File: src/shared/auto_ind_pkg.sv
/*
  Package for the auto-mode indication and link-drop block.
  Holds register offsets, field layouts, reset values and timing counts.
  Assumes a 20 MHz system clock.
*/
package auto_ind_pkg;

  // Clock rate in kHz
  localparam int unsigned CLK_KHZ = 20000;

  // Timebase: 1 ms tick
  localparam int unsigned TICK_MS_CYCLES = CLK_KHZ;
  // Least hold of the disconnect request, ms
  localparam int unsigned DISCONNECT_HOLD_TIME_MS = 10;
  // Battery detection unit, ms
  localparam int unsigned BAT_UNIT_MS = 80;
  // Low battery into shutdown unit, ms
  localparam int unsigned SHUT_UNIT_MS = 640;
  // Least time of one link quality cycle, ms
  localparam int unsigned LQ_MIN_MS = 25;

  // Register byte addresses
  localparam logic [7:0] CTRL_OFS   = 8'h00;
  localparam logic [7:0] BATCFG_OFS = 8'h04;
  localparam logic [7:0] LQCFG_OFS  = 8'h08;
  localparam logic [7:0] SAMPLE_OFS = 8'h0c;
  localparam logic [7:0] STATUS_OFS = 8'h10;

  // Control fields
  localparam int unsigned CTRL_AUTO_BIT  = 0;
  localparam int unsigned CTRL_LQEN_BIT  = 1;
  localparam int unsigned CTRL_LINK_BIT  = 2;
  localparam int unsigned CTRL_WAKE_BIT  = 3;
  localparam int unsigned CTRL_CTS_BIT   = 4;
  localparam int unsigned CTRL_RTS_BIT   = 5;

  // Battery config fields
  localparam int unsigned BAT_INTV_LSB = 0;
  localparam int unsigned BAT_LOW_LSB  = 8;
  localparam int unsigned BAT_NORM_LSB = 16;
  localparam int unsigned BAT_SHUT_LSB = 24;

  // Link quality config fields
  localparam int unsigned LQ_GOOD_LSB = 0;
  localparam int unsigned LQ_POOR_LSB = 8;

  // Sample register fields
  localparam int unsigned SMP_RSSI_LSB = 8;

  // Reset values
  localparam logic [31:0] CTRL_RST   = 32'h0000_0001;
  localparam logic [31:0] BATCFG_RST = 32'h0021_1e01;
  localparam logic [31:0] LQCFG_RST  = 32'h0000_5a46;
  localparam logic [7:0]  RSSI_RST   = 8'h5a;

  // Limits of configured values
  localparam logic [7:0] BAT_LVL_MAX = 8'h12;
  localparam logic [7:0] LQ_MIN_VAL  = 8'h32;
  localparam logic [7:0] LQ_MAX_VAL  = 8'h5a;

  // AHB transfer type
  localparam logic [1:0] HTRANS_NONSEQ = 2'b10;

  // Main operating state
  typedef enum logic [1:0] {
    ST_STANDBY,
    ST_LINK,
    ST_SHUTDOWN
  } op_state_t;

  // Pin function outputs travel together
  typedef struct packed {
    logic battery_low_flag_pin;
    logic link_quality_pin;
    logic radio_en;
    logic uart_en;
  } ind_pins_t;

endpackage : auto_ind_pkg
File: src/hdl/auto_mode_ind.sv
/*
  Auto-mode pin logic: forced disconnect input, low battery indicator,
  link quality indicator, with configuration over AHB-Lite.
  Assumes inputs synchronous to mclk, one AHB master, and that the
  battery and signal-strength figures come from converters elsewhere.
*/
// Operation
// - Held disconnect in link drops to shutdown
// - Shutdown stops radio and UART until wake
// - Sample below low threshold drives indicator 0
// - Sample at/above normal threshold drives 1
// - Low battery for field*640 ms shuts down
// - Battery sampled every field*80 ms
// - Battery thresholds are field*100 mV, max 0x12
// - Link quality pin driven only when enabled
// - Link thresholds accept 0x32 to 0x5a dB
// - Link quality cycle no faster than 25 ms
// - Auto mode ignores UART command messages
// - Flow-control pins usable only if disabled
`timescale 1ns/1ps
module auto_mode_ind
  import auto_ind_pkg::*;
#(
  parameter int unsigned TICK_CYCLES = TICK_MS_CYCLES
) (
  // Clock and reset
  input  wire logic        mclk,
  input  wire logic        nrst,
  // AHB-Lite slave
  input  wire logic        hsel,
  input  wire logic [7:0]  haddr,
  input  wire logic [1:0]  htrans,
  input  wire logic        hwrite,
  input  wire logic [2:0]  hsize,
  input  wire logic [31:0] hwdata,
  input  wire logic        hready,
  output logic      [31:0] hrdata,
  output logic             hreadyout,
  output logic             hresp,
  // Pins and converter inputs
  input  wire logic        disconnect_n,
  input  wire logic [7:0]  battery_sense_input,
  input  wire logic        uart_cmd_valid,
  // Indicator and control outputs
  output logic             battery_low_flag_pin,
  output logic             link_quality_pin,
  output logic             radio_en,
  output logic             uart_en,
  output logic             uart_cmd_accept
);

  // Disconnect hold time in ms, taken from the package
  localparam int unsigned HOLD_MS = DISCONNECT_HOLD_TIME_MS;

  // Reset synchroniser
  logic rst_s1_r;
  logic rst_n_r;

  // Register file
  logic [31:0] ctrl_r;
  logic [31:0] batcfg_r;
  logic [31:0] lqcfg_r;
  logic [7:0]  rssi_r;

  // AHB data-phase capture
  logic        wr_pend_r;
  logic [7:0]  wr_addr_r;
  logic [31:0] hrdata_r;

  // Timebase and counters
  logic [$clog2(TICK_CYCLES+1)-1:0] tick_cnt_r;
  logic        tick_ms;
  logic [15:0] bat_ms_r;
  logic [19:0] low_ms_r;
  logic [4:0]  hold_ms_r;
  logic [4:0]  lq_ms_r;

  // State and outputs
  op_state_t   state_r;
  op_state_t   state_nxt;
  ind_pins_t   pins_r;
  logic        cmd_acc_r;

  // Clamp a battery level to its top
  function automatic logic [7:0] clamp_bat(input logic [7:0] v);
    clamp_bat = (v > BAT_LVL_MAX) ? BAT_LVL_MAX : v;
  endfunction : clamp_bat

  // Clamp a signal-strength threshold into range
  function automatic logic [7:0] clamp_lq(input logic [7:0] v);
    clamp_lq = (v < LQ_MIN_VAL) ? LQ_MIN_VAL : ((v > LQ_MAX_VAL) ? LQ_MAX_VAL : v);
  endfunction : clamp_lq

  // Release reset through two flops
  always_ff @(posedge mclk or negedge nrst) begin
    if (!nrst) begin
      rst_s1_r <= 1'b0;
      rst_n_r  <= 1'b0;
    end else begin
      rst_s1_r <= 1'b1;
      rst_n_r  <= rst_s1_r;
    end
  end

  // Decoded configuration fields
  wire         auto_mode   = ctrl_r[CTRL_AUTO_BIT];
  wire         lq_enable   = ctrl_r[CTRL_LQEN_BIT];
  wire         link_up     = ctrl_r[CTRL_LINK_BIT];
  wire         wake_req    = ctrl_r[CTRL_WAKE_BIT];
  wire         cts_on      = ctrl_r[CTRL_CTS_BIT];
  wire         rts_on      = ctrl_r[CTRL_RTS_BIT];
  wire [7:0]   bat_intv    = batcfg_r[BAT_INTV_LSB +: 8];
  // Battery levels in 100 mV units and link thresholds clamped; shutdown field not
  wire [7:0]   bat_low     = clamp_bat(batcfg_r[BAT_LOW_LSB +: 8]);
  wire [7:0]   bat_norm    = clamp_bat(batcfg_r[BAT_NORM_LSB +: 8]);
  wire [7:0]   bat_shut    = batcfg_r[BAT_SHUT_LSB +: 8];
  wire [7:0]   lq_good     = clamp_lq(lqcfg_r[LQ_GOOD_LSB +: 8]);
  wire [7:0]   lq_poor     = clamp_lq(lqcfg_r[LQ_POOR_LSB +: 8]);
  // Interval zero treated as one unit
  wire [7:0]   bat_units   = (bat_intv == 8'h00) ? 8'h01 : bat_intv;
  wire [15:0]  bat_period  = 16'(bat_units * BAT_UNIT_MS);
  wire [19:0]  shut_period = 20'(bat_shut * SHUT_UNIT_MS);

  // AHB address-phase decode
  wire         ahb_go      = hsel && hready && htrans[1];
  wire         ahb_wr      = ahb_go && hwrite;
  wire         ahb_rd      = ahb_go && !hwrite;
  wire [31:0]  sample_word = {16'h0000, rssi_r, battery_sense_input};
  wire [31:0]  status_word = {24'h000000, 2'b00, cmd_acc_r, pins_r.link_quality_pin,
                              pins_r.battery_low_flag_pin, 1'b0, 2'(state_r)};
  wire [31:0]  rd_mux      = (haddr == CTRL_OFS)   ? ctrl_r   :
                             (haddr == BATCFG_OFS) ? batcfg_r :
                             (haddr == LQCFG_OFS)  ? lqcfg_r  :
                             (haddr == SAMPLE_OFS) ? sample_word :
                             (haddr == STATUS_OFS) ? status_word : 32'h0000_0000;

  // Millisecond tick
  assign tick_ms = (tick_cnt_r == ($bits(tick_cnt_r))'(TICK_CYCLES - 1));

  // Event terms
  wire bat_sample   = tick_ms && (bat_ms_r >= bat_period - 16'h0001);
  wire bat_is_low   = (battery_sense_input < bat_low);
  wire bat_is_norm  = (battery_sense_input >= bat_norm);
  // Hold must reach the least time
  wire hold_done    = (hold_ms_r >= 5'(HOLD_MS));
  // Disconnect pin counts only without flow control
  wire disc_active  = !disconnect_n && !(cts_on || rts_on);
  wire low_expired  = (bat_shut != 8'h00) && (low_ms_r >= shut_period);
  // One link quality cycle per 25 ms at most
  wire lq_slot      = tick_ms && (lq_ms_r >= 5'(LQ_MIN_MS - 1));

  // Next operating state
  always_comb begin
    state_nxt = state_r;
    case (state_r)
      ST_STANDBY: begin
        if (low_expired) state_nxt = ST_SHUTDOWN;
        else if (link_up) state_nxt = ST_LINK;
      end
      ST_LINK: begin
        if (hold_done || low_expired) state_nxt = ST_SHUTDOWN;
        else if (!link_up) state_nxt = ST_STANDBY;
      end
      ST_SHUTDOWN: begin
        if (wake_req) state_nxt = ST_STANDBY;
      end
      default: state_nxt = ST_STANDBY;
    endcase
  end

  // Register writes, one cycle after the address phase
  always_ff @(posedge mclk or negedge rst_n_r) begin
    if (!rst_n_r) begin
      wr_pend_r <= 1'b0;
      wr_addr_r <= 8'h00;
      ctrl_r    <= CTRL_RST;
      batcfg_r  <= BATCFG_RST;
      lqcfg_r   <= LQCFG_RST;
    end else begin
      wr_pend_r <= ahb_wr;
      if (ahb_wr) wr_addr_r <= haddr;
      if (wr_pend_r && wr_addr_r == CTRL_OFS) ctrl_r <= hwdata;
      else if (state_r == ST_SHUTDOWN && wake_req) ctrl_r[CTRL_WAKE_BIT] <= 1'b0;
      if (wr_pend_r && wr_addr_r == BATCFG_OFS) batcfg_r <= hwdata;
      if (wr_pend_r && wr_addr_r == LQCFG_OFS) lqcfg_r <= hwdata;
    end
  end

  // Signal-strength sample and read data
  always_ff @(posedge mclk or negedge rst_n_r) begin
    if (!rst_n_r) begin
      rssi_r   <= RSSI_RST;
      hrdata_r <= 32'h0000_0000;
    end else begin
      if (wr_pend_r && wr_addr_r == SAMPLE_OFS) rssi_r <= hwdata[SMP_RSSI_LSB +: 8];
      if (ahb_rd) hrdata_r <= rd_mux;
    end
  end

  // Timebase and period counters
  always_ff @(posedge mclk or negedge rst_n_r) begin
    if (!rst_n_r) begin
      tick_cnt_r <= '0;
      bat_ms_r   <= 16'h0000;
      lq_ms_r    <= 5'h00;
    end else begin
      tick_cnt_r <= tick_ms ? '0 : tick_cnt_r + 1'b1;
      if (tick_ms) bat_ms_r <= bat_sample ? 16'h0000 : bat_ms_r + 16'h0001;
      if (tick_ms) lq_ms_r <= lq_slot ? 5'h00 : lq_ms_r + 5'h01;
    end
  end

  // Disconnect hold and low-battery time counters
  always_ff @(posedge mclk or negedge rst_n_r) begin
    if (!rst_n_r) begin
      hold_ms_r <= 5'h00;
      low_ms_r  <= 20'h00000;
    end else begin
      if (!disc_active || state_r != ST_LINK) hold_ms_r <= 5'h00;
      else if (tick_ms && !hold_done) hold_ms_r <= hold_ms_r + 5'h01;
      // Restarted when a sample sees the battery at or above low
      if (state_r == ST_SHUTDOWN || (bat_sample && !bat_is_low)) low_ms_r <= 20'h00000;
      else if (tick_ms && !pins_r.battery_low_flag_pin && !low_expired)
        low_ms_r <= low_ms_r + 20'h00001;
    end
  end

  // State and indicator outputs
  always_ff @(posedge mclk or negedge rst_n_r) begin
    if (!rst_n_r) begin
      state_r   <= ST_STANDBY;
      pins_r    <= '{battery_low_flag_pin: 1'b1, link_quality_pin: 1'b0,
                     radio_en: 1'b1, uart_en: 1'b1};
      cmd_acc_r <= 1'b0;
    end else begin
      state_r <= state_nxt;
      // Radio and UART off in shutdown
      pins_r.radio_en <= (state_nxt != ST_SHUTDOWN);
      pins_r.uart_en  <= (state_nxt != ST_SHUTDOWN);
      if (bat_sample && bat_is_low) pins_r.battery_low_flag_pin <= 1'b0;
      else if (bat_sample && bat_is_norm) pins_r.battery_low_flag_pin <= 1'b1;
      // Link quality only when enabled and linked
      if (!lq_enable || state_r != ST_LINK) pins_r.link_quality_pin <= 1'b0;
      else if (lq_slot && rssi_r >= lq_good) pins_r.link_quality_pin <= 1'b1;
      else if (lq_slot && rssi_r < lq_poor) pins_r.link_quality_pin <= 1'b0;
      // Command messages ignored in auto mode
      cmd_acc_r <= uart_cmd_valid && !auto_mode && (state_nxt != ST_SHUTDOWN);
    end
  end

  // Output drive
  assign hrdata               = hrdata_r;
  assign hreadyout            = rst_n_r;
  assign hresp                = 1'b0;
  assign battery_low_flag_pin = pins_r.battery_low_flag_pin;
  assign link_quality_pin     = pins_r.link_quality_pin;
  assign radio_en             = pins_r.radio_en;
  assign uart_en              = pins_r.uart_en;
  assign uart_cmd_accept      = cmd_acc_r;

endmodule : auto_mode_ind

File: config.mk
export PLATFORM = sky130hd
export DESIGN_NAME = auto_mode_ind
export DESIGN_NICKNAME = d
export VERILOG_FILES = /design/src/shared/auto_ind_pkg.sv /design/src/hdl/auto_mode_ind.sv
export SDC_FILE = /design/constraint.sdc
export NUM_CORES = 1
export LEC_CHECK = 0
export ABC_AREA = 0
export BUFFER_PORTS_ARGS = -buffer_cell sky130_fd_sc_hd__buf_2
export CORE_MARGIN = 2
export CORE_UTILIZATION = 45
export DETAILED_ROUTE_END_ITERATION = 16
export PLACE_DENSITY_LB_ADDON = 0.15
export RECOVER_POWER = 50
export SYNTH_ARGS = -nofsm -noshare
export SYNTH_HDL_FRONTEND = slang
export SYNTH_SLANG_ARGS = --single-unit
File: constraint.sdc
create_clock -name mclk -period 17.1 [get_ports mclk]
set_input_delay 1.71 -clock mclk [delete_from_list [all_inputs] [get_ports mclk]]
set_output_delay 1.71 -clock mclk [all_outputs]
set_load 0.01 [all_outputs]
## Word-level counts from Yosys, hierarchy flattened

Index checks and enable logic that the tools add are counted.
W data, S select, Z words.

- Add/subtract/negate cells: 6
- Multipliers: 2
- $lt $le $gt $ge: 14
- Equality and inequality tests: 12
- Reduce and logical (&&, ||, !) cells: 48
- Muxes and demuxes: 32

Operators by type and width:

| kind | number |
|---|---|
| $mux W32 | 3 |
| $mux W8 | 7 |
| $mux W20 | 2 |
| $eq A8 B4 Y1 const B | 4 |
| $mux W16 | 2 |
| $logic_not A8 Y1 | 3 |
| $logic_and A1 B1 Y1 | 23 |
| $mul A8 B3 Y11 const B | 2 |
| $add A20 B1 Y20 const B | 1 |
| $ge A20 B18 Y1 | 1 |
| $add A16 B1 Y16 const B | 1 |
| $eq A8 B3 Y1 const B | 2 |
| $ge A16 B16 Y1 | 1 |
| $ge A8 B8 Y1 | 2 |
| $gt A8 B5 Y1 const B | 2 |
| $gt A8 B7 Y1 const B | 2 |
| $lt A8 B6 Y1 const B | 2 |
| $lt A8 B8 Y1 | 2 |
| $sub A15 B1 Y16 const B | 1 |
| $add A15 B1 Y15 const B | 1 |
| $eq A15 B15 Y1 const B | 1 |
| $mux W15 | 1 |
| $mux W5 | 3 |
| $add A5 B1 Y5 const B | 2 |
| 17 further kinds | 43 |

- Word-level logic and storage cells: 134
- Input port bits: 60
- Output and inout bits: 39
- Bits in registers: 214

## Logic depth before layout (Yosys ltp)

- Word-level depth: 9
- Gate-level depth with buffers: 22
- Mapped depth without buffers: 20

## Least setup slack after synthesis

Ideal clock, no wire load.

- Path type: reg2out
- Start point: register rst_n_r, in the netlist hreadyout
- End point: output hreadyout
- Path buffers: 0
- Data required time: 15.390 ns
- Setup slack: 10.484 ns
- Cell stages (with the launch flop): 1
- Arrival: 4.906 ns
- Cell sequence: dfrtp_1

RTL lines:

| element | line | source |
|---|---|---|
| from (decl) | auto_mode_ind.sv:57 | `logic rst_n_r;` |
| from (signal assigned) | auto_mode_ind.sv:101 | `rst_n_r <= rst_s1_r;` |
| to (decl) | auto_mode_ind.sv:38 | `output logic hreadyout,` |

No word-level cell between the ends.

## Final worst setup path

- Start point: register batcfg_r[7]
- End point: register low_ms_r[1]

- Cells in the longest elaborated chain, start to end: 9
- Elaborated cells between the ends (all ways): 10
- Those cells by class: 1 x add/sub; 1 x mul; 1 x order compare; 2 x mux; 5 x reduce/logical

RTL lines:

| element | line | source |
|---|---|---|
| from (decl) | auto_mode_ind.sv:61 | `logic [31:0] batcfg_r;` |
| from (signal assigned) | auto_mode_ind.sv:184 | `if (wr_pend_r && wr_addr_r == BATCFG_OFS) batcfg_r <= hwdata;` |
| $logic_not A8 Y1 | auto_mode_ind.sv:120 | `wire [7:0] bat_units = (bat_intv == 8'h00) ? 8'h01 : bat_intv;` |
| $mux W8 * | auto_mode_ind.sv:120 |  |
| $mul A8 B3 Y11 * | auto_mode_ind.sv:121 | `wire [15:0] bat_period = 16'(bat_units * BAT_UNIT_MS);` |
| $sub A15 B1 Y16 * | auto_mode_ind.sv:141 | `wire bat_sample = tick_ms && (bat_ms_r >= bat_period - 16'h0001);` |
| $ge A16 B16 Y1 * | auto_mode_ind.sv:141 |  |
| $logic_and A1 B1 Y1 * | auto_mode_ind.sv:141 |  |
| $logic_and A1 B1 Y1 * | auto_mode_ind.sv:222 | `if (state_r == ST_SHUTDOWN \|\| (bat_sample && !bat_is_low)) low_ms_r <= 20'h00000;` |
| $logic_or A1 B1 Y1 * | auto_mode_ind.sv:222 |  |
| $mux W20 / $reduce_bool A2 Y1 (equally long branches) | n/a |  |
| to (signal assigned) | auto_mode_ind.sv:224 | `low_ms_r <= low_ms_r + 20'h00001;` |
| to (decl) | auto_mode_ind.sv:74 | `logic [19:0] low_ms_r;` |

Every way passes the cells marked *; elsewhere a longest branch is shown, timed or not.
A chain may end at the register's enable or synchronous reset.

==> impl_metrics.toml <==
[run_status]
status = "finished, violations left"
violations = "capacitance limit, slew limit"

[pwr]
power_w = 0.00138
p_leak_nw = 6.17
ir_worst_vdd_mv = 0.0736
p_per_area_nw_per_um2 = 102

[floorplan]
start_util = 0.461
die_width_um = 168
std_cell_rows = 59
io_pins = 99
placeableCoreArea_um2 = 26100
fp.dieH_um = 168
die-area_um2 = 28100

[synth]
yosysTopAreaCell = "dfrtp_1"
synthDistinctLibCells = 75
synth_most_common_cell = "dfrtp_1"
async_reset_ff_frac = 1.00
netlist_instances = 1168
ys_warn_count = 0
syn_avg_cell_area_um2 = 10.3
seq_area_frac_synth = 0.447
synth_edf_count = 0
synth_commonest_cells = "dfrtp_1 (193), mux2_2 (111), nand2_1 (109), nor2_1 (97), ha_1 (83)"
synth_top_cell_area_share = 0.401
synthTopCellsByArea = "dfrtp_1 (40%), mux2_2 (10%), ha_1 (8.6%)"
ys_seq_elements = 214
synth_flop_cell = "dfrtp_1"
syn-cell-area_um2 = 12000

[sta]
finalSetupTns_ns = 0
rsz0062_at_grt = "false"
setup_viol = 0
fmax_mhz = 180
worst_pin_slew_ns = 1.51
max_slew_margin = -0.00876
finalWorstSetupSlack_ns = 11.54
hold_viol = 0
period_share = 0.325
finalClockSkew_ns = 0.0151
maxSlewViolCount = 36
period_minus_slack_ns = 5.56
fin_hold_ws_ns = 0.351

[clock_tree]
cts_buffers = 24
cts-root-buf = "clkbuf_16"
cts_hold_buffers = 0
clk_pin_slew_ns = 0.06
cts_max_path_buffers = 3
cts_tree = "yes"
post_cts_buffers = 0
htree_num_levels = 1
clk_latency_ns = 0.52
cts.sinks = 214
ctsResizeCount = 0

[global_routing]
track_usage = 0.203
antenna_found_initial = 2
grt_max_degree = 179
grt_pass1_vias = 8895
grt_pass1_wl_mm = 46.7
grt_overflow = 0

[drt]
drc = 0
firstDrtPassIters = 5
drt_iter0_markers = 480
ant_nets = 0
routed_via_density = 5.51
finalWirelength_mm = 28.0
avgRoutedWirePerCell_um = 17.4
dr_total_vias = 8839

[job]
cap_viol_max_count = 1

[setup_path]
cp-end-kind = "register"
cp_max_fo = 20
crit_arrival_ns = 5.93
path_class = "register to register"
cp_num_buf_inv = 0
critPathRequiredTime_ns = 17.47
r2r_slack_ns = 11.54
crit_chain = "nor2_1, nand3_1, nor2_1, or2_2, ha_1, ha_1, fa_1, a21oi_1, o21a_1, a21boi_0, nor4_1, nor4_1, nor3_1, ha_1, nand4_1, a2111o_1, o22ai_1, o31a_1, a22o_1, nor2_1"
slowest_stage = "a22o_1"
start_kind = "register"
critical_path.top_delay_family = "compound AO/OA/AOI/OAI gates"
cpPeakStageDelay_ns = 0.65

[final_layout]
n_fill_cell = 2388
fin_nets = 1395
drive_gt1_frac = 0.225
num_antenna_cells = 0
area_growth_syn_to_layout_pct = 13.2
multi_input_area_um2 = 6320
seq_area_um2 = 5380

[placed_design]
io_buffer_count = 93
dp_hpwl_mm = 19.6
pre_cts_slack_ns = 11.50
place_congestion = 0.813

[hold_path]
hold_class = "register to register"
==> path summary, 6_finish.rpt <==
| path | from | end | cells after the start |
|---|---|---|---|
| min in group asynchronous | hreadyout | batcfg_r[7] | 0 |
| worst min-delay path | rst_s1_r | hreadyout | 0 |
| worst max-delay path | batcfg_r[7] | low_ms_r[1] | 20 |
| worst min register to register | rst_s1_r | hreadyout | 0 |
| max in group asynchronous | hreadyout | bat_ms_r[7] | 1 |
| worst max register to register | batcfg_r[7] | low_ms_r[1] | 20 |
==> routing by layer <==
metal	vias to the layer above	part of all wire	global-route usage
li1	4349	-	-
met1	4307	0.47	0.276
met2	141	0.46	0.339
met3	38	0.047	0.0381
met4	4	0.017	0.0484
met5	-	0.00086	0
==> area by class of cell <==
class / instances / share of cell area
clock buffers: 36 / 0.0519
clock inverters: 8 / 0.00909
inverters: 36 / 0.00992
multi-input cells: 872 / 0.464
flip-flops and latches: 214 / 0.395
well taps: 335 / 0.0308
repair buffers: 102 / 0.0399
==> worst reg2reg max path: cells and delay by family (launching register included) <==
family / cells / cell delay, ns
flip-flops: 1 / 0.57
AND/OR/NAND/NOR: 9 / 1.33
AO/OA/AOI/OAI: 7 / 2.43
adder cells (fa/ha/maj): 4 / 1.11
==> cell usage in the layout (no fill, tap or decap), types with 9 or more instances in the layout <==
cell type	instances
or3_1	13
and3_1	10
a22oi_1	15
o21a_1	9
a21oi_1	64
xor2_1	24
xnor2_1	26
nor3_1	15
o211ai_1	10
nand4_1	19
o21ai_0	53
o31ai_1	22
buf_2	91
conb_1	10
mux2_2	111
dfstp_2	21
nand3_1	25
dfrtp_1	193
mux2i_1	23
ha_1	83
inv_1	35
nand2_1	109
clkbuf_1	9
nor2_1	96
nand2b_1	12
clkbuf_16	25
==> power by group <==
group	leakage [nW]	switching [W]	internal (W)
logic	3.07	0.000125	0.000110
registers	2.70	0.0000459	0.000561
clock network	0.400	0.000211	0.000331
total	6.17	0.000381	0.00100
==> flip-flops by register name, indices dropped and copies added (netlist names), 2 cells and up <==
name        cells
wr_addr_r       8
hrdata         32
hold_ms_r       5
tick_cnt_r     15
bat_ms_r       16
state_r         2
lqcfg_r        32
rssi_r          8
batcfg_r       32
lq_ms_r         5
ctrl_r         32
low_ms_r       20
==> logic make-up after synthesis <==
logic type / share of synthesized area
AND/OR/NAND/NOR: 0.146
flip-flops: 0.447
XOR/XNOR: 0.0364
other: 0.000624
adder cells (fa/ha/maj): 0.0896
buffers and inverters: 0.0309
multiplexers: 0.123
AO/OA/AOI/OAI: 0.126
==> through the flow <==
step / std cells / util / cell area [um2]
3_3_place_gp: 1559 / 0.490 / 12800
3_5_place_dp: 1559 / 0.490 / 12800
6_report: 1603 / 0.521 / 13600
2_1_floorplan: 1176 / - / 12100
4_1_cts: 1603 / 0.522 / 13600
5_1_grt: 1603 / 0.521 / 13600
Note: power is estimated with default switching activity, not from simulation.
